<file path="config.mk">
export PLATFORM = sky130hd
export DESIGN_NAME = bsc_top
export DESIGN_NICKNAME = d
export VERILOG_FILES = /design/src/design/bsc_capture.v /design/src/design/bsc_strap_pad.v /design/src/design/bsc_top.v
export VERILOG_INCLUDE_DIRS = /design/src /design/src/design
export SDC_FILE = /design/constraint.sdc
export NUM_CORES = 1
export LEC_CHECK = 0
export BUFFER_PORTS_ARGS = -buffer_cell sky130_fd_sc_hd__buf_4
export CORE_ASPECT_RATIO = 0.8
export CORE_MARGIN = 4
export CORE_UTILIZATION = 36
export CTS_CLUSTER_DIAMETER = 200
export DETAILED_ROUTE_END_ITERATION = 7
export PLACE_DENSITY = 0.85
export RECOVER_POWER = 100
export SLEW_MARGIN = 20
export SYNTH_ARGS = -nofsm -noshare
export SYNTH_HDL_FRONTEND = slang
export SYNTH_HIERARCHICAL = 1
export SYNTH_SLANG_ARGS = --single-unit
</file>
<file path="constraint.sdc">
create_clock -name pclk -period 1.25 [get_ports pclk]
set_clock_uncertainty 0.1 [all_clocks]
set_input_delay 0.0625 -clock pclk [delete_from_list [all_inputs] [get_ports pclk]]
set_output_delay 0.0625 -clock pclk [all_outputs]
set_load 0.05 [all_outputs]
</file>
<file path="src/design/bsc_regs.vh">
// Register offsets, field positions and reset values of the boot strap capture block
`ifndef BSC_REGS_VH
`define BSC_REGS_VH

// ************************************************
// Register byte offsets
// ************************************************
`define BSC_CHIP_CONFIG_OFS   12'h000
`define BSC_PIN_CONFIG_OFS    12'h004
`define BSC_EXT_CH0_OFS       12'h008
`define BSC_STATUS_OFS        12'h00C

// ************************************************
// Strap vector positions (index = address line - 5)
// ************************************************
`define BSC_S_PCI_ROLE        14
`define BSC_S_SEL_A           13
`define BSC_S_TEST_HI         12
`define BSC_S_TEST_LO         10
`define BSC_S_SYS_SP_HI       9
`define BSC_S_SYS_SP_LO       8
`define BSC_S_ENDIAN          7
`define BSC_S_PCI_DIV_HI      6
`define BSC_S_PCI_DIV_LO      5
`define BSC_S_SEL_B           4
`define BSC_S_CH0_EN          3
`define BSC_S_CH0_SP_HI       2
`define BSC_S_CH0_SP_LO       1
`define BSC_S_DRIVE           0

// ************************************************
// chip_config_reg fields
// ************************************************
`define BSC_CC_ENDIAN         0
`define BSC_CC_SYS_SP_LO      1
`define BSC_CC_PCI_DIV_LO     3
`define BSC_CC_PCI_ROLE       5
`define BSC_CC_OVR_EN         12

// ************************************************
// pin_config_reg fields
// ************************************************
`define BSC_PC_SEL_A          0
`define BSC_PC_SEL_B          1
`define BSC_PC_DRIVE          2
`define BSC_PC_OVR_VAL        3

// ************************************************
// ext_bus_ch0_ctrl fields
// ************************************************
`define BSC_EC_EN             0
`define BSC_EC_SP_LO          1
`define BSC_EC_PCI_BOOT       3
`define BSC_EC_RSVD           4

// ************************************************
// status fields and reset values
// ************************************************
`define BSC_ST_TEST_LO        0
`define BSC_ST_SYS_DONE       3
`define BSC_ST_CG_DONE        4
`define BSC_SYS_FIELD_RST     11'h7FF
`define BSC_CG_FIELD_RST      4'hF
`define BSC_PCI_BOOT_PAT      3'h3

`endif

</file>
<file path="src/design/bsc_capture.v">
// One-shot capture of strap levels at the first edge after a reset release
`timescale 1ns/1ns
`default_nettype none

module bsc_capture #(
	parameter         W         = 4,
	parameter [W-1:0] RESET_VAL = {W{1'b1}}
) (
	input  wire         clk,
	input  wire         rst_n,
	input  wire [W-1:0] strap,
	output reg  [W-1:0] field_q,
	output reg          done_q
);

	always @(posedge clk or negedge rst_n) begin
		if (!rst_n) begin
			field_q <= RESET_VAL;
			done_q  <= 1'b0;
		end else if (!done_q) begin
			field_q <= strap;
			done_q  <= 1'b1;
		end
	end
	// Held until this reset asserts again

endmodule // bsc_capture

`default_nettype wire

</file>
<file path="src/design/bsc_strap_pad.v">
// Strap input pads with internal pull-up resolution
`timescale 1ns/1ns
`default_nettype none

module bsc_strap_pad #(
	parameter W = 15
) (
	input  wire [W-1:0] pad_level,
	input  wire [W-1:0] pad_driven,
	output wire [W-1:0] strap_level
);

	// Undriven pin floats high through the pull-up
	assign strap_level = (pad_driven & pad_level) | ~pad_driven;

endmodule // bsc_strap_pad

`default_nettype wire

</file>
<file path="src/design/bsc_top.v">
// Boot strap capture block with APB register view
`timescale 1ns/1ns
`default_nettype none
`include "bsc_regs.vh"

// How it works
// - Strap levels sampled first edge after reset release; high stores 1, low 0.
// - Every strap has a pull-up; an undriven strap reads as 1.
// - Address line 19 latched on system reset into PCI role field.
// - Address line 18 latched on system reset into shared pin select A.
// - Lines 14:13 latched on clock-gen reset into system clock speed field.
// - Address line 12 latched on system reset into endian field.
// - Lines 11:10 latched on clock-gen reset into PCI clock divide field.
// - Chip config bit 12 resets to zero regardless of straps.
// - Address line 9 latched on system reset into shared pin select B.
// - Lines 8:6 give channel 0 boot enable and clock speed.
// - Pattern LHH boots over PCI; LHL, LLH, LLL are reserved.
// - Address line 5 latched on system reset into SDRAM drive setting.
module bsc_top #(
	parameter AW = 12
) (
	input  wire          pclk,
	input  wire          presetn,
	input  wire          clock_gen_reset_n,
	input  wire [AW-1:0] paddr,
	input  wire          psel,
	input  wire          penable,
	input  wire          pwrite,
	input  wire [31:0]   pwdata,
	output reg  [31:0]   prdata,
	output reg           pready,
	output reg           pslverr,
	input  wire [14:0]   strap_pad_level,
	input  wire [14:0]   strap_pad_driven,
	output wire          pci_role_select,
	output wire          shared_pin_select_a,
	output wire          shared_pin_select_b,
	output wire          endian_big,
	output wire [1:0]    sys_clock_speed,
	output wire [1:0]    pci_clock_divide,
	output wire          ch0_boot_enable,
	output wire [1:0]    ch0_clock_speed,
	output reg           boot_from_pci,
	output reg           boot_pattern_reserved,
	output reg           sdram_drive_16ma
);

	// ************************************************
	// Strap pads and capture
	// ************************************************
	wire [14:0] strap;
	wire [10:0] sys_strap;
	wire [10:0] sys_field;
	wire [3:0]  cg_strap;
	wire [3:0]  cg_field;
	wire        sys_done;
	wire        cg_done;

	bsc_strap_pad #(
		.W(15)
	) u_pad (
		.pad_level  (strap_pad_level),
		.pad_driven (strap_pad_driven),
		.strap_level(strap)
	);

	// System reset group: role, sel A, test, endian, sel B, ch0, drive
	assign sys_strap = {strap[`BSC_S_PCI_ROLE],
	                    strap[`BSC_S_SEL_A],
	                    strap[`BSC_S_TEST_HI:`BSC_S_TEST_LO],
	                    strap[`BSC_S_ENDIAN],
	                    strap[`BSC_S_SEL_B],
	                    strap[`BSC_S_CH0_EN:`BSC_S_CH0_SP_LO],
	                    strap[`BSC_S_DRIVE]};

	// Clock generator group: system speed, PCI divide
	assign cg_strap = {strap[`BSC_S_SYS_SP_HI:`BSC_S_SYS_SP_LO],
	                   strap[`BSC_S_PCI_DIV_HI:`BSC_S_PCI_DIV_LO]};

	bsc_capture #(
		.W        (11),
		.RESET_VAL(`BSC_SYS_FIELD_RST)
	) u_sys_cap (
		.clk    (pclk),
		.rst_n  (presetn),
		.strap  (sys_strap),
		.field_q(sys_field),
		.done_q (sys_done)
	);

	// Own reset only, so a system reset leaves these alone
	bsc_capture #(
		.W        (4),
		.RESET_VAL(`BSC_CG_FIELD_RST)
	) u_cg_cap (
		.clk    (pclk),
		.rst_n  (clock_gen_reset_n),
		.strap  (cg_strap),
		.field_q(cg_field),
		.done_q (cg_done)
	);

	// ************************************************
	// Captured field views
	// ************************************************
	wire [2:0] test_straps;
	wire       drive_cap;

	assign pci_role_select     = sys_field[10];
	assign shared_pin_select_a = sys_field[9];
	assign test_straps         = sys_field[8:6];
	assign endian_big          = sys_field[5];
	assign shared_pin_select_b = sys_field[4];
	assign ch0_boot_enable     = sys_field[3];
	assign ch0_clock_speed     = sys_field[2:1];
	assign drive_cap           = sys_field[0];
	assign sys_clock_speed     = cg_field[3:2];
	assign pci_clock_divide    = cg_field[1:0];

	// ************************************************
	// Boot pattern decode
	// ************************************************
	function is_pci_boot;
		input [2:0] pat;
		begin
			is_pci_boot = (pat == `BSC_PCI_BOOT_PAT);
		end
	endfunction

	function is_rsvd_boot;
		input [2:0] pat;
		begin
			is_rsvd_boot = ~pat[2] & (pat != `BSC_PCI_BOOT_PAT);
		end
	endfunction

	// ************************************************
	// Software controls
	// ************************************************
	reg ovr_en_q;
	reg ovr_val_q;

	wire [2:0] boot_pat;

	assign boot_pat = sys_field[3:1];

	always @(posedge pclk or negedge presetn) begin
		if (!presetn) begin
			boot_from_pci <= 1'b0;
		end else begin
			boot_from_pci <= is_pci_boot(boot_pat);
		end
	end

	always @(posedge pclk or negedge presetn) begin
		if (!presetn) begin
			boot_pattern_reserved <= 1'b0;
		end else begin
			boot_pattern_reserved <= is_rsvd_boot(boot_pat);
		end
	end

	// Software may override the drive without touching the captured field
	always @(posedge pclk or negedge presetn) begin
		if (!presetn) begin
			sdram_drive_16ma <= 1'b1;
		end else begin
			sdram_drive_16ma <= ovr_en_q ? ovr_val_q : drive_cap;
		end
	end

	// ************************************************
	// Register decode
	// ************************************************
	localparam [3:0] SEL_NONE = 4'h0;
	localparam [3:0] SEL_CHIP = 4'h1;
	localparam [3:0] SEL_PIN  = 4'h2;
	localparam [3:0] SEL_EXT  = 4'h4;
	localparam [3:0] SEL_STAT = 4'h8;

	// One-hot select, all zero for an unmapped address
	function [3:0] reg_decode;
		input [AW-1:0] a;
		begin
			case (a)
				`BSC_CHIP_CONFIG_OFS: begin
					reg_decode = SEL_CHIP;
				end
				`BSC_PIN_CONFIG_OFS: begin
					reg_decode = SEL_PIN;
				end
				`BSC_EXT_CH0_OFS: begin
					reg_decode = SEL_EXT;
				end
				`BSC_STATUS_OFS: begin
					reg_decode = SEL_STAT;
				end
				default: begin
					reg_decode = SEL_NONE;
				end
			endcase
		end
	endfunction

	// ************************************************
	// APB slave
	// ************************************************
	wire       access;
	wire       wr_en;
	wire       rd_en;
	wire [3:0] sel;
	wire       hit;
	wire       wr_chip;
	wire       wr_pin;
	reg [31:0] rd_d;

	assign access  = psel & penable & ~pready;
	assign wr_en   = access & pwrite;
	assign rd_en   = access & ~pwrite;
	assign sel     = reg_decode(paddr);
	assign hit     = |sel;
	assign wr_chip = wr_en & sel[0];
	assign wr_pin  = wr_en & sel[1];

	// ************************************************
	// Register writes
	// ************************************************
	// Read-only registers and unmapped addresses ignore writes
	// Override enable in chip_config_reg
	always @(posedge pclk or negedge presetn) begin
		if (!presetn) begin
			ovr_en_q <= 1'b0;
		end else if (wr_chip) begin
			ovr_en_q <= pwdata[`BSC_CC_OVR_EN];
		end
	end

	// Override value in pin_config_reg
	always @(posedge pclk or negedge presetn) begin
		if (!presetn) begin
			ovr_val_q <= 1'b0;
		end else if (wr_pin) begin
			ovr_val_q <= pwdata[`BSC_PC_OVR_VAL];
		end
	end

	// ************************************************
	// Read words
	// ************************************************
	// Unused bits read as zero
	reg [31:0] chip_cfg_word;
	reg [31:0] pin_cfg_word;
	reg [31:0] ext_ch0_word;
	reg [31:0] status_word;

	always @* begin
		chip_cfg_word                                          = 32'h00000000;
		chip_cfg_word[`BSC_CC_ENDIAN]                          = endian_big;
		chip_cfg_word[`BSC_CC_SYS_SP_LO+1:`BSC_CC_SYS_SP_LO]   = sys_clock_speed;
		chip_cfg_word[`BSC_CC_PCI_DIV_LO+1:`BSC_CC_PCI_DIV_LO] = pci_clock_divide;
		chip_cfg_word[`BSC_CC_PCI_ROLE]                        = pci_role_select;
		chip_cfg_word[`BSC_CC_OVR_EN]                          = ovr_en_q;
	end

	always @* begin
		pin_cfg_word                  = 32'h00000000;
		pin_cfg_word[`BSC_PC_SEL_A]   = shared_pin_select_a;
		pin_cfg_word[`BSC_PC_SEL_B]   = shared_pin_select_b;
		pin_cfg_word[`BSC_PC_DRIVE]   = drive_cap;
		pin_cfg_word[`BSC_PC_OVR_VAL] = ovr_val_q;
	end

	always @* begin
		ext_ch0_word                                = 32'h00000000;
		ext_ch0_word[`BSC_EC_EN]                    = ch0_boot_enable;
		ext_ch0_word[`BSC_EC_SP_LO+1:`BSC_EC_SP_LO] = ch0_clock_speed;
		ext_ch0_word[`BSC_EC_PCI_BOOT]              = boot_from_pci;
		ext_ch0_word[`BSC_EC_RSVD]                  = boot_pattern_reserved;
	end

	always @* begin
		status_word                                    = 32'h00000000;
		status_word[`BSC_ST_TEST_LO+2:`BSC_ST_TEST_LO] = test_straps;
		status_word[`BSC_ST_SYS_DONE]                  = sys_done;
		status_word[`BSC_ST_CG_DONE]                   = cg_done;
	end

	// ************************************************
	// Read mux
	// ************************************************
	always @* begin
		rd_d = 32'h00000000;
		case (sel)
			SEL_CHIP: begin
				rd_d = chip_cfg_word;
			end
			SEL_PIN: begin
				rd_d = pin_cfg_word;
			end
			SEL_EXT: begin
				rd_d = ext_ch0_word;
			end
			SEL_STAT: begin
				rd_d = status_word;
			end
			default: begin
				rd_d = 32'h00000000;
			end
		endcase
	end

	// ************************************************
	// Bus response
	// ************************************************
	// One wait state: pready rises on the first access-phase edge
	always @(posedge pclk or negedge presetn) begin
		if (!presetn) begin
			pready <= 1'b0;
		end else begin
			pready <= access;
		end
	end

	// Error only for an unmapped address
	always @(posedge pclk or negedge presetn) begin
		if (!presetn) begin
			pslverr <= 1'b0;
		end else begin
			pslverr <= access & ~hit;
		end
	end

	// Read data held until the next read
	always @(posedge pclk or negedge presetn) begin
		if (!presetn) begin
			prdata <= 32'h00000000;
		end else if (rd_en) begin
			prdata <= rd_d;
		end
	end

endmodule // bsc_top

`default_nettype wire

</file>
Yosys cells after proc, flatten, opt, wreduce, memory -nomap -nowiden. Cells that the tools add are included. W data, S select, Z words.

Bits in registers: 56. Input port bits: 80.

Eq/ne operators: 9. Mux-type cells: 3. Bitwise operators: 15. Reduce and logical (&&, ||, !) cells: 2.

Operator list (count): $pmux W13 S4 (1); $eq A12 B4 Y1 const B (2); $pmux W4 S4 (1); $and A15 B15 Y15 (1); $not A15 Y15 (1); $or A15 B15 Y15 (1); $eq A12 B3 Y1 const B (1); $logic_not A12 Y1 (1); $and A1 B1 Y1 (8); $eq A4 B1 Y1 const B (1); $eq A4 B2 Y1 const B (1); $eq A4 B3 Y1 const B (1); $eq A4 B4 Y1 const B (1); $not A1 Y1 (4); $reduce_or A4 Y1 (1); $eq A3 B2 Y1 const B (1); $ne A3 B2 Y1 const B (1); $mux W1 (1).

Longest topological paths before layout. Gate-level depths: netlist (run 1).

Depth in word-level cells: 5. Gate-level depth with buffers: 4. Gate-level depth less buffers: 3.

Cells and area by module. The synthesis (run 1) kept the hierarchy.

By module, submodules not included: bsc_top (times used 1, cells an instance 85, area each 964.7 µm², sequential area each 351.6 µm²); bsc_capture at u_sys_cap (times used 1, cells an instance 25, area each 490.5 µm², sequential area each 314.1 µm²); bsc_capture at u_cg_cap (times used 1, cells an instance 10, area each 178.9 µm², sequential area each 130.1 µm²); bsc_strap_pad (times used 1, cells an instance 15, area each 93.8 µm², sequential area each 0.0 µm²).

Worst setup path before layout (run 1). Ideal clock, no wire load.

Path kind: register to register. Start point: register pready. End point: register prdata[1]. Data arrival time: 1.387 ns. Required time: 1.030 ns. Setup slack: -0.356 ns. Cell stages (with the launch flop): 5. Buffers on the path: 1. Period minus slack after synthesis: 1.606 ns. Path through: dfrtp_1 -> and4bb_1 -> buf_2 -> nor2b_1 -> a31o_1.

Cells in the longest elaborated chain, start to end: 3.

Ends and longest elaborated chain: start: declaration (RTL line bsc_top.v:31) `output reg pready,`; start signal: assignment (RTL line bsc_top.v:320) `pready <= access;`; $not A1 Y1 (RTL line bsc_top.v:217) `assign access = psel & penable & ~pready;`; $and A1 B1 Y1 (RTL line bsc_top.v:217); $and A1 B1 Y1 (RTL line bsc_top.v:219) `assign rd_en = access & ~pwrite;`; end signal: assignment (RTL line bsc_top.v:338) `prdata <= rd_d;`; end: declaration (RTL line bsc_top.v:30) `output reg [31:0] prdata,`.

Every way passes these cells. A chain may end at the register's enable or synchronous reset.

Worst setup path in the final report (run 1).
Start point: register pready. End point: register ovr_val_q.

Cells in the longest elaborated chain, start to end: 4.

Ends and longest elaborated chain: $not A1 Y1 (RTL line bsc_top.v:217); $and A1 B1 Y1 (RTL line bsc_top.v:217); $and A1 B1 Y1 (RTL line bsc_top.v:218) `assign wr_en = access & pwrite;`; $and A1 B1 Y1 (RTL line bsc_top.v:223) `assign wr_pin = wr_en & sel[1];`; end signal: assignment (RTL line bsc_top.v:243) `` ovr_val_q <= pwdata[`BSC_PC_OVR_VAL]; ``; end: declaration (RTL line bsc_top.v:141) `reg ovr_val_q;`.

Every way passes these cells.

==> flow_summary_export.csv, run 1 <==
group,metric,value,unit
floorplan,rows,22,
run_status,status,"complete, but fails checks",
floorplan,coreArea,4620,µm²
grt,first_global_vias,1471,
layout,synthToLayoutAreaGrowth,58.4,%
power,switching_share,0.310,
worst_setup_path,slowest_delay,0.41,ns
layout,final_area,2740,µm²
power,p_comb_frac,0.298,
detailed_routing,drc,0,
sta,holdWs,-0.00320,ns
detailed_routing,drt_iter0_drc,42,
synthesis,synth_edf_count,0,
layout,final_cell_mix,"60 x buf_4, 27 x conb_1, 23 x dlygate4sd3_1",
synthesis,synth-main-ff-cell,"dfstp_2",
clock_network,path_clk_slew,0.07,ns
detailed_routing,wl_per_cell,14.9,µm
grt,grt_pass1_wl,7150,µm
worst_setup_path,slowest_stage,"dfrtp_2",
synthesis,syn_area,1730,µm²
sta,maxSlewViolCount,0,
clock_network,numCtsBuffers,5,
layout,drive_above_1_share,0.554,
clock_network,cts_max_level,2,
detailed_routing,via_count,1359,
grt,grt_overflow_total,0,
synthesis,ys_types,28,
detailed_routing,drt_wl_total,4630,µm
power,power_leakage,1.34,nW
flow_run,drv_cap,0,
worst_setup_path,r2r_start,"pready",
worst_setup_path,worstSetupStartpoint,"pready",
run_status,violations,"negative hold slack, negative setup slack",
synthesis,avgSynthCellArea,12.8,µm²
placement,place_area,2290,µm²
worst_setup_path,crit_buf_inv,0,
synthesis,seq_area_frac_synth,0.461,
worst_setup_path,critPathTopFamily,"flip-flops",
sta,setup_tns,-0.480,ns
clock_network,clk_latency,0.29,ns
synthesis,ys_warn_count,6,
sta,maxClockFrequency,0.737,GHz
clock_network,cts_num_sinks,31,
layout,layout_commonest_cell,"buf_4",
layout,final_nets,330,
worst_hold_path,worstHoldPathType,"in -> reg",
placement,gp_routability_congestion,0.722,
detailed_routing,vias_per_cell,4.37,
worst_setup_path,crit_type,"reg -> reg",
worst_setup_path,startpoint_type,"register",
floorplan,io_pins,128,
power,p_clk_frac,0.326,
power,vdd_drop_max,0.676,mV
power,share_seq_of_total_power,0.376,
worst_setup_path,endpoint_kind,"register",
worst_setup_path,path_max_fanout,3,
layout,reg_top3,"u_sys_cap/field_q (11), prdata (7), u_cg_cap/field_q (4)",
synthesis,netlist_instances,135,
power,power.density,1100,nW/µm²
sta,relSlewSlack,0.571,
power,p_total,3.02,mW
floorplan,die_w,85.5,µm
layout,largest_reg_flops,11,
worst_setup_path,critical_path_arrival,1.42,ns
placement,place_hpwl,3100,µm
sta,worstMarginPinSlew,0.643,ns
clock_network,clk_path_buf_depth,2,
power,switchingPower,0.936,mW
grt,track_usage,0.159,
worst_hold_path,min_from,"strap_pad_level[14]",
floorplan,die-area,5980,µm²
detailed_routing,detail_route.first_pass.iterations,4,
worst_setup_path,crit_chain,"and4b_1 > nand4_1 > mux2_4",
synthesis,async_flop_share,1.00,
worst_setup_path,required,1.32,ns
layout,diodes,0,
sta,setup_viol,12,
sta,worst_slack,-0.106,ns
floorplan,die_y,70.0,µm
detailed_routing,ant_nets,0,
clock_network,cts_root_buf,"clkbuf_8",
layout,top_register,"u_sys_cap/field_q",
sta,hold_viol_final,1,
sta,period_minus_slack,1.36,ns
sta,grt_setup_unrepaired,"true",
grt,antenna_found_initial,0,
sta,fin_crit_sh,1.08,
clock_network,cts_tree,"built",
floorplan,start_util,0.374,
placement,io_buffers,72,
synthesis,ys_ff_latch,31,
power,p_int,2.08,mW
grt,grt_max_degree,27,
synth_stat cells (2+ instances only):
library cell | n | share of area
a31o_1 | 5 | 0.025
a41o_1 | 2 | 0.012
buf_4 | 26 | 0.11
buf_6 | 3 | 0.020
conb_1 | 3 | 0.0065
dfrtp_1 | 15 | 0.22
dfstp_2 | 16 | 0.24
mux2_1 | 2 | 0.013
mux2_2 | 6 | 0.039
mux2_4 | 10 | 0.087
mux4_2 | 4 | 0.052
nand2_1 | 2 | 0.0043
nand2b_1 | 15 | 0.054
nand4_1 | 2 | 0.0072
nor2_1 | 4 | 0.0087
nor2b_1 | 7 | 0.025
nor4_2 | 2 | 0.014
metrics by stage:
stage	instances	worst slack [ns]	utilization
floorplan	159	-0.207	-
global placement	273	-0.0761	0.496
detailed placement	273	-0.121	0.496
CTS	308	-0.0917	0.593
global route	311	-0.156	0.592
finish	311	-0.106	0.592
cells by family after synthesis:
kind of cell,share of synthesized area
AOI/OAI and AO/OA,0.0427
buffers and inverters,0.135
DFF,0.461
muxes,0.197
other,0.00652
and+or+nand+nor,0.158
path summary, 6_finish.rpt:
kind	to	slack [ns]	cells past startpoint
setup / recovery	ovr_val_q	-0.11	3
hold / removal	u_sys_cap/field_q[10]	-0.003	3
setup reg to reg	ovr_val_q	-0.11	3
hold reg to reg	pready	0.44	2
max in group asynchronous	u_cg_cap/done_q	0.26	3
min in group asynchronous	prdata[3]	0.25	2
cell type report:
class | count | area [µm²]
Sequential cell | 31 | 798
Fill cell | 379 | 1890
Timing Repair Buffer | 114 | 952
Clock inverter | 3 | 43.8
Multi-Input combinational cell | 98 | 800
Clock buffer | 5 | 68.8
Tap cell | 60 | 75.1
metal layers:
metal,track usage,vias up,wire length (µm)
met1,0.175,628,1770
met4,0.0879,0,90
met3,0.0472,10,403
met5,0,-,0
met2,0.272,68,2370
li1,-,653,-
worst min-delay path, cell delays in order:
cell,delay (ns)
buf_4,0.07
nand2b_1,0.09
mux2_4,0.13
repair_timing:
action / 4_1_cts / 5_1_grt
endpoints found under the setup margin: 16 / 17
pin swaps: 0 / 1
resized for setup: 20 / 5
buffers inserted: 4 / 3
endpoints found under the hold margin: 44 / 0
hold buffers: 23 / 0
power by group through the flow:
| stage | sequential [mW] | clock (mW) | combinational (mW) |
|---|---|---|---|
| finish | 1.13 | 0.985 | 0.899 |
| CTS | 1.14 | 1.01 | 0.885 |
| detailed placement | 1.15 | 0 | 0.769 |
| global placement | 1.15 | 0 | 0.753 |
| global route | 1.14 | 1.06 | 0.946 |
| floorplan | 1.31 | 0 | 0.388 |
No activity file was read; power rests on OpenSTA's default activity.
==> run 2: changes to the inputs <==
--- a/config.mk
+++ b/config.mk
@@ -12,10 +12,10 @@
 export CORE_UTILIZATION = 36
 export CTS_CLUSTER_DIAMETER = 200
 export DETAILED_ROUTE_END_ITERATION = 7
-export PLACE_DENSITY = 0.85
+export PLACE_DENSITY = 0.86
 export RECOVER_POWER = 100
+export SKIP_LAST_GASP = 1
 export SLEW_MARGIN = 20
 export SYNTH_ARGS = -nofsm -noshare
 export SYNTH_HDL_FRONTEND = slang
-export SYNTH_HIERARCHICAL = 1
 export SYNTH_SLANG_ARGS = --single-unit
==> run 2 against run 1 <==
Net effect: the flow finishes with violations (negative setup slack); non-clock buffer count up 5; highest routed layer unchanged; largest power group unchanged; clock-buffer cell count up 3; die area down 3.8%; sequential share of layout area up 0.99 points; synthesized cell count up 20%; first-iteration DRC count down 31%.
==> flow_summary_export.csv, run 2 <==
group,metric,value,unit
layout,final_nets,360,
floorplan,die-area,5750,µm²
worst_setup_path,required,1.31,ns
synthesis,synth_top_family_by_area,"buffers and inverters",
grt,grt_max_degree,27,
detailed_routing,drt_iter0_drc,29,
detailed_routing,via_count,1514,
power,power.density,1000,nW/µm²
synthesis,yosysMostFrequentCell,"buf_4",
detailed_routing,ant_nets,0,
sta,relSlewSlack,0.585,
detailed_routing,wl_per_cell,13.9,µm
layout,largest_reg_flops,11,
sta,worstMarginPinSlew,0.623,ns
worst_setup_path,path_max_fanout,4,
layout,final_cell_mix,"66 x buf_4, 34 x dlygate4sd3_1, 27 x conb_1",
sta,grt_setup_unrepaired,"true",
worst_hold_path,worstHoldPathType,"in -> reg",
worst_setup_path,critical_path_arrival,1.50,ns
synthesis,synth_edf_count,0,
grt,antenna_found_initial,0,
flow_run,drv_cap,0,
synthesis,ys_types,29,
placement,detailedPlace.worstSlack,-0.383,ns
layout,synthToLayoutAreaGrowth,59.8,%
clock_network,cts_tree,"built",
synthesis,netlist.area_leader.share,0.254,
clock_network,clk_latency,0.28,ns
layout,drive_above_1_share,0.388,
sta,maxClockFrequency,0.696,GHz
placement,place_area,2200,µm²
grt,track_usage,0.166,
sta,hold_viol_final,0,
sta,worst_slack,-0.187,ns
clock_network,cts_max_level,2,
floorplan,die_y,68.6,µm
layout,top_register,"u_sys_cap.field_q",
layout,multi_input_area,683,µm²
detailed_routing,vias_per_cell,4.48,
layout,diodes,0,
worst_setup_path,crit_type,"reg -> reg",
floorplan,start_util,0.384,
sta,holdWs,0.00376,ns
floorplan,die_w,83.8,µm
worst_setup_path,endpoint_kind,"register",
synthesis,synthTopCellsByCount,"27 x buf_4, 17 x inv_1, 16 x a21oi_1, 16 x dfstp_2, 15 x dfrtp_1",
synthesis,synth_fa_ha_area_frac,0,
floorplan,coreArea,4310,µm²
worst_setup_path,r2r_slack,-0.19,ns
synthesis,synth-main-ff-cell,"dfstp_2",
run_status,status,"complete, but fails checks",
grt,grt_overflow_total,0,
layout,regArea,797,µm²
power,vdd_drop_max,0.610,mV
layout,reg_top3,"u_sys_cap.field_q (11), prdata (7), u_cg_cap.field_q (4)",
floorplan,io_pins,128,
synthesis,netlist_instances,162,
detailed_routing,drc,0,
layout,final_area,2640,µm²
layout,n_fill_cell,385,
synthesis,synth-xor-area-share,0,
placement,place_hpwl,3420,µm
floorplan,rows,21,
layout,final_util,0.614,
power,power_leakage,1.30,nW
clock_network,cts_root_buf,"clkbuf_8",
synthesis,synth_area_leader_cell,"dfstp_2",
synthesis,avgSynthCellArea,10.2,µm²
synthesis,seq_area_frac_synth,0.481,
layout,layout_commonest_cell,"buf_4",
clock_network,numCtsBuffers,5,
synthesis,ys_top_cells_by_area,"dfstp_2 25%, dfrtp_1 23%, buf_4 12%",
power,p_total,2.65,mW
synthesis,synth_mux_area_frac,0.0749,
detailed_routing,detail_route.first_pass.iterations,4,
synthesis,syn_area,1650,µm²
run_status,violations,"negative setup slack",
synthesis,async_flop_share,1.00,
detailed_routing,drt_wl_total,4710,µm
placement,io_buffers,72,
clock_network,path_clk_slew,0.06,ns
clock_network,cts_num_sinks,31,
synthesis,ys_warn_count,0,
sta,period_minus_slack,1.44,ns
synthesis,ys_ff_latch,31,
placement,gp_routability_congestion,0.763,
worst_setup_path,startpoint_type,"register",
grt,first_global_vias,1604,
grt,grt_pass1_wl,7190,µm
synthesis,synth-simple-area-share,0.173,
clock_network,clk_path_buf_depth,2,
sta,setup_viol,9,
sta,maxSlewViolCount,0,
sta,fin_crit_sh,1.15,
synthesis,synth_compound_area_frac,0.0825,
## run 2: final timing paths
kind / endpoint / start / cells after the start
worst max-delay path: ovr_en_q / pready / 3
worst min-delay path: u_sys_cap.field_q[6] / strap_pad_driven[10] / 3
worst max register to register: ovr_en_q / pready / 3
worst min register to register: u_sys_cap.field_q[7] / u_sys_cap.field_q[7] / 2
max in group asynchronous: u_cg_cap.done_q / clock_gen_reset_n / 3
min in group asynchronous: prdata[1] / presetn / 2
## run 2: routing by layer
metal | routed length [µm] | track usage
met1 | 1720 | 0.167
met2 | 2570 | 0.313
met3 | 320 | 0.0677
met4 | 97 | 0.0683
met5 | 0 | 0
## run 2: kinds of logic after synthesis
kind of cell           Yosys count
other                            2
buffers and inverters           50
AO/OA/AOI/OAI                   26
flip-flops                      31
multiplexers                     7
AND/OR/NAND/NOR                 46
## run 2: layout make-up
class	instances	share of cell area
repair buffers	119	0.359
flip-flops and latches	31	0.301
multi-input cells	106	0.258
clock buffers	8	0.0303
well taps	57	0.0270
inverters	17	0.0241
## run 2: repair_timing
| action | 4_1_cts | 5_1_grt |
|---|---|---|
| buffers inserted | 0 | 3 |
| endpoints found under the hold margin | 50 | 1 |
| resized for setup | 9 | 2 |
| hold buffers | 33 | 1 |
| pin swaps | 8 | 4 |
| setup endpoints to repair | 10 | 11 |
| gates cloned | 0 | 0 |
## run 2: where the power goes
group / leakage, nW / switching [mW] / internal [mW]
Combinational: 0.895 / 0.475 / 0.307
Clock: 0.0395 / 0.351 / 0.395
Sequential: 0.365 / 0.0388 / 1.08
## run 2: worst max-delay path, stage by stage, from the launching register on
cell and delay, ns:
dfrtp_2 0.43, nand4b_1 0.25, nor4_2 0.19, mux2_1 0.35
## run 2: through the flow
| step | setup TNS, ns | instances |
|---|---|---|
| 4_1_cts | -0.782 | 334 |
| 3_3_place_gp | -1.22 | 293 |
| 5_1_grt | -2.10 | 338 |
| 2_1_floorplan | -1.57 | 187 |
| 6_report | -1.09 | 338 |
| 3_5_place_dp | -1.50 | 293 |
==> run 3: changes to the inputs <==
--- a/config.mk
+++ b/config.mk
@@ -12,6 +12,7 @@
 export CORE_UTILIZATION = 36
 export CTS_CLUSTER_DIAMETER = 200
 export DETAILED_ROUTE_END_ITERATION = 7
+export MAX_ROUTING_LAYER = met4
 export PLACE_DENSITY = 0.86
 export RECOVER_POWER = 100
 export SKIP_LAST_GASP = 1
==> run 3 against run 2 <==
Net effect: the run ends with negative hold slack, negative setup slack left; clock-buffer cell count unchanged; power is 0.16% higher; fmax hardly changed; clock power grew 0.9%; first-iteration DRC count decreased by 28%.
==> flow_summary_export.csv, run 3 (synthesis results as in run 2) <==
group,metric,value,unit
clock_network,clk_latency,0.29,ns
placement,dp.cells,293,
clock_network,clk_path_buf_depth,2,
floorplan,rows,21,
sta,maxClockFrequency,0.696,GHz
layout,drive_above_1_share,0.388,
floorplan,die_w,83.8,µm
sta,worstMarginPinSlew,0.627,ns
floorplan,die-area,5750,µm²
grt,grt_overflow_total,0,
clock_network,numCtsBuffers,5,
worst_setup_path,startpoint_type,"register",
placement,place_hpwl,3420,µm
layout,largest_reg_flops,11,
detailed_routing,drt_iter0_drc,21,
worst_setup_path,crit_chain,"nand4b_1 > nor4_2 > mux2_1",
placement,io_buffers,72,
detailed_routing,wl_per_cell,13.8,µm
detailed_routing,via_count,1513,
sta,worst_slack,-0.186,ns
clock_network,cts_root_buf,"clkbuf_8",
run_status,status,"complete, but fails checks",
floorplan,die_y,68.6,µm
worst_setup_path,r2r_slack,-0.19,ns
sta,setup_tns,-1.07,ns
worst_setup_path,slowest_stage,"dfrtp_2",
run_status,violations,"negative hold slack, negative setup slack",
worst_setup_path,reg2reg_depth,3,
power,power_leakage,1.30,nW
grt,grt_pass1_wl,7190,µm
layout,final_nets,360,
sta,relSlewSlack,0.582,
layout,final_cells,338,
layout,synthToLayoutAreaGrowth,59.6,%
detailed_routing,drc,0,
sta,setup_viol,9,
flow_run,drv_cap,0,
worst_setup_path,crit_type,"reg -> reg",
clock_network,path_clk_slew,0.06,ns
worst_hold_path,whs_endpoint,"u_sys_cap.field_q[6]",
placement,gp_routability_congestion,0.773,
detailed_routing,vias_per_cell,4.48,
worst_hold_path,worstHoldPathType,"in -> reg",
worst_setup_path,worstSetupStartpoint,"pready",
placement,detailedPlace.worstSlack,-0.383,ns
layout,top_register,"u_sys_cap.field_q",
detailed_routing,detail_route.first_pass.iterations,4,
detailed_routing,ant_nets,0,
clock_network,cts_num_sinks,31,
layout,diodes,0,
worst_hold_path,hold_path_depth,3,
clock_network,cts_max_level,2,
grt,grt_max_degree,27,
power,power.density,1000,nW/µm²
sta,holdWs,-0.00578,ns
floorplan,start_util,0.384,
clock_network,cts_tree,"built",
layout,final_cell_mix,"67 x buf_4, 34 x dlygate4sd3_1, 27 x conb_1",
layout,layout_commonest_cell,"buf_4",
worst_setup_path,path_max_fanout,4,
worst_setup_path,rr_endpoint,"ovr_en_q",
power,vdd_drop_max,0.608,mV
worst_setup_path,slowest_delay,0.43,ns
grt,track_usage,0.171,
worst_setup_path,endpoint_kind,"register",
worst_setup_path,critical_path_arrival,1.51,ns
detailed_routing,drt_wl_total,4680,µm
worst_setup_path,r2r_start,"pready",
sta,hold_viol_final,1,
floorplan,coreArea,4310,µm²
floorplan,io_pins,128,
worst_setup_path,required,1.32,ns
worst_hold_path,min_from,"strap_pad_driven[10]",
grt,antenna_found_initial,0,
grt,first_global_vias,1597,
sta,maxSlewViolCount,0,
sta,fin_crit_sh,1.15,
sta,period_minus_slack,1.44,ns
layout,reg_top3,"u_sys_cap.field_q (11), prdata (7), u_cg_cap.field_q (4)",
sta,grt_setup_unrepaired,"true",
layout,n_fill_cell,385,
==> run 3: through the flow <==
step                power [mW]  instance area (µm²)  hold slack (ns)   util
finish                    2.65                 2640         -0.00578  0.613
global route              2.78                 2640           0.0400  0.613
CTS                       2.68                 2650         0.000233  0.615
detailed placement        1.82                 2200           -0.230  0.511
global placement          1.81                 2200           -0.235  0.511
floorplan                 1.64                 1760           -0.333      -
==> run 3: repair_timing <==
action,in CTS,in global routing
hold endpoints to repair,50,1
gates resized for setup,9,1
setup endpoints to repair,10,10
pin swaps,8,4
buffers inserted,0,3
hold buffers,33,1
==> run 3: where the power goes <==
part	internal, mW	switching [mW]
registers	1.08	0.0382
clock network	0.394	0.358
logic	0.305	0.474
total	1.78	0.870
==> run 3: area by class of cell <==
type                    instances  area (µm²)  area share
repair buffers                119         945       0.358
clock buffers                   8        80.1      0.0303
inverters                      17        63.8      0.0242
multi-input cells             106         683       0.259
well taps                      57        71.3      0.0270
flip-flops and latches         31         797       0.302
==> run 3: how the worst max path moves through the flow <==
stage	end	slack [ns]	depth (start not counted)
floorplan	ovr_en_q	-0.25	3
detailed placement	ovr_val_q	-0.38	4
finish	ovr_en_q	-0.19	3
global route	prdata[0]	-0.27	4
global placement	ovr_val_q	-0.36	4
CTS	ovr_val_q	-0.19	3
==> run 3: critical path, delay by kind of cell, from the launching register on <==
kind,cells,cell delay [ns]
flops,1,0.43
mux,1,0.35
simple gates,2,0.44
==> run 3: per-layer routing <==
layer	track usage	share of wire
met2	0.312	0.54
met4	0.0924	0.028
met1	0.170	0.37
met5	-	0
met3	0.0511	0.066
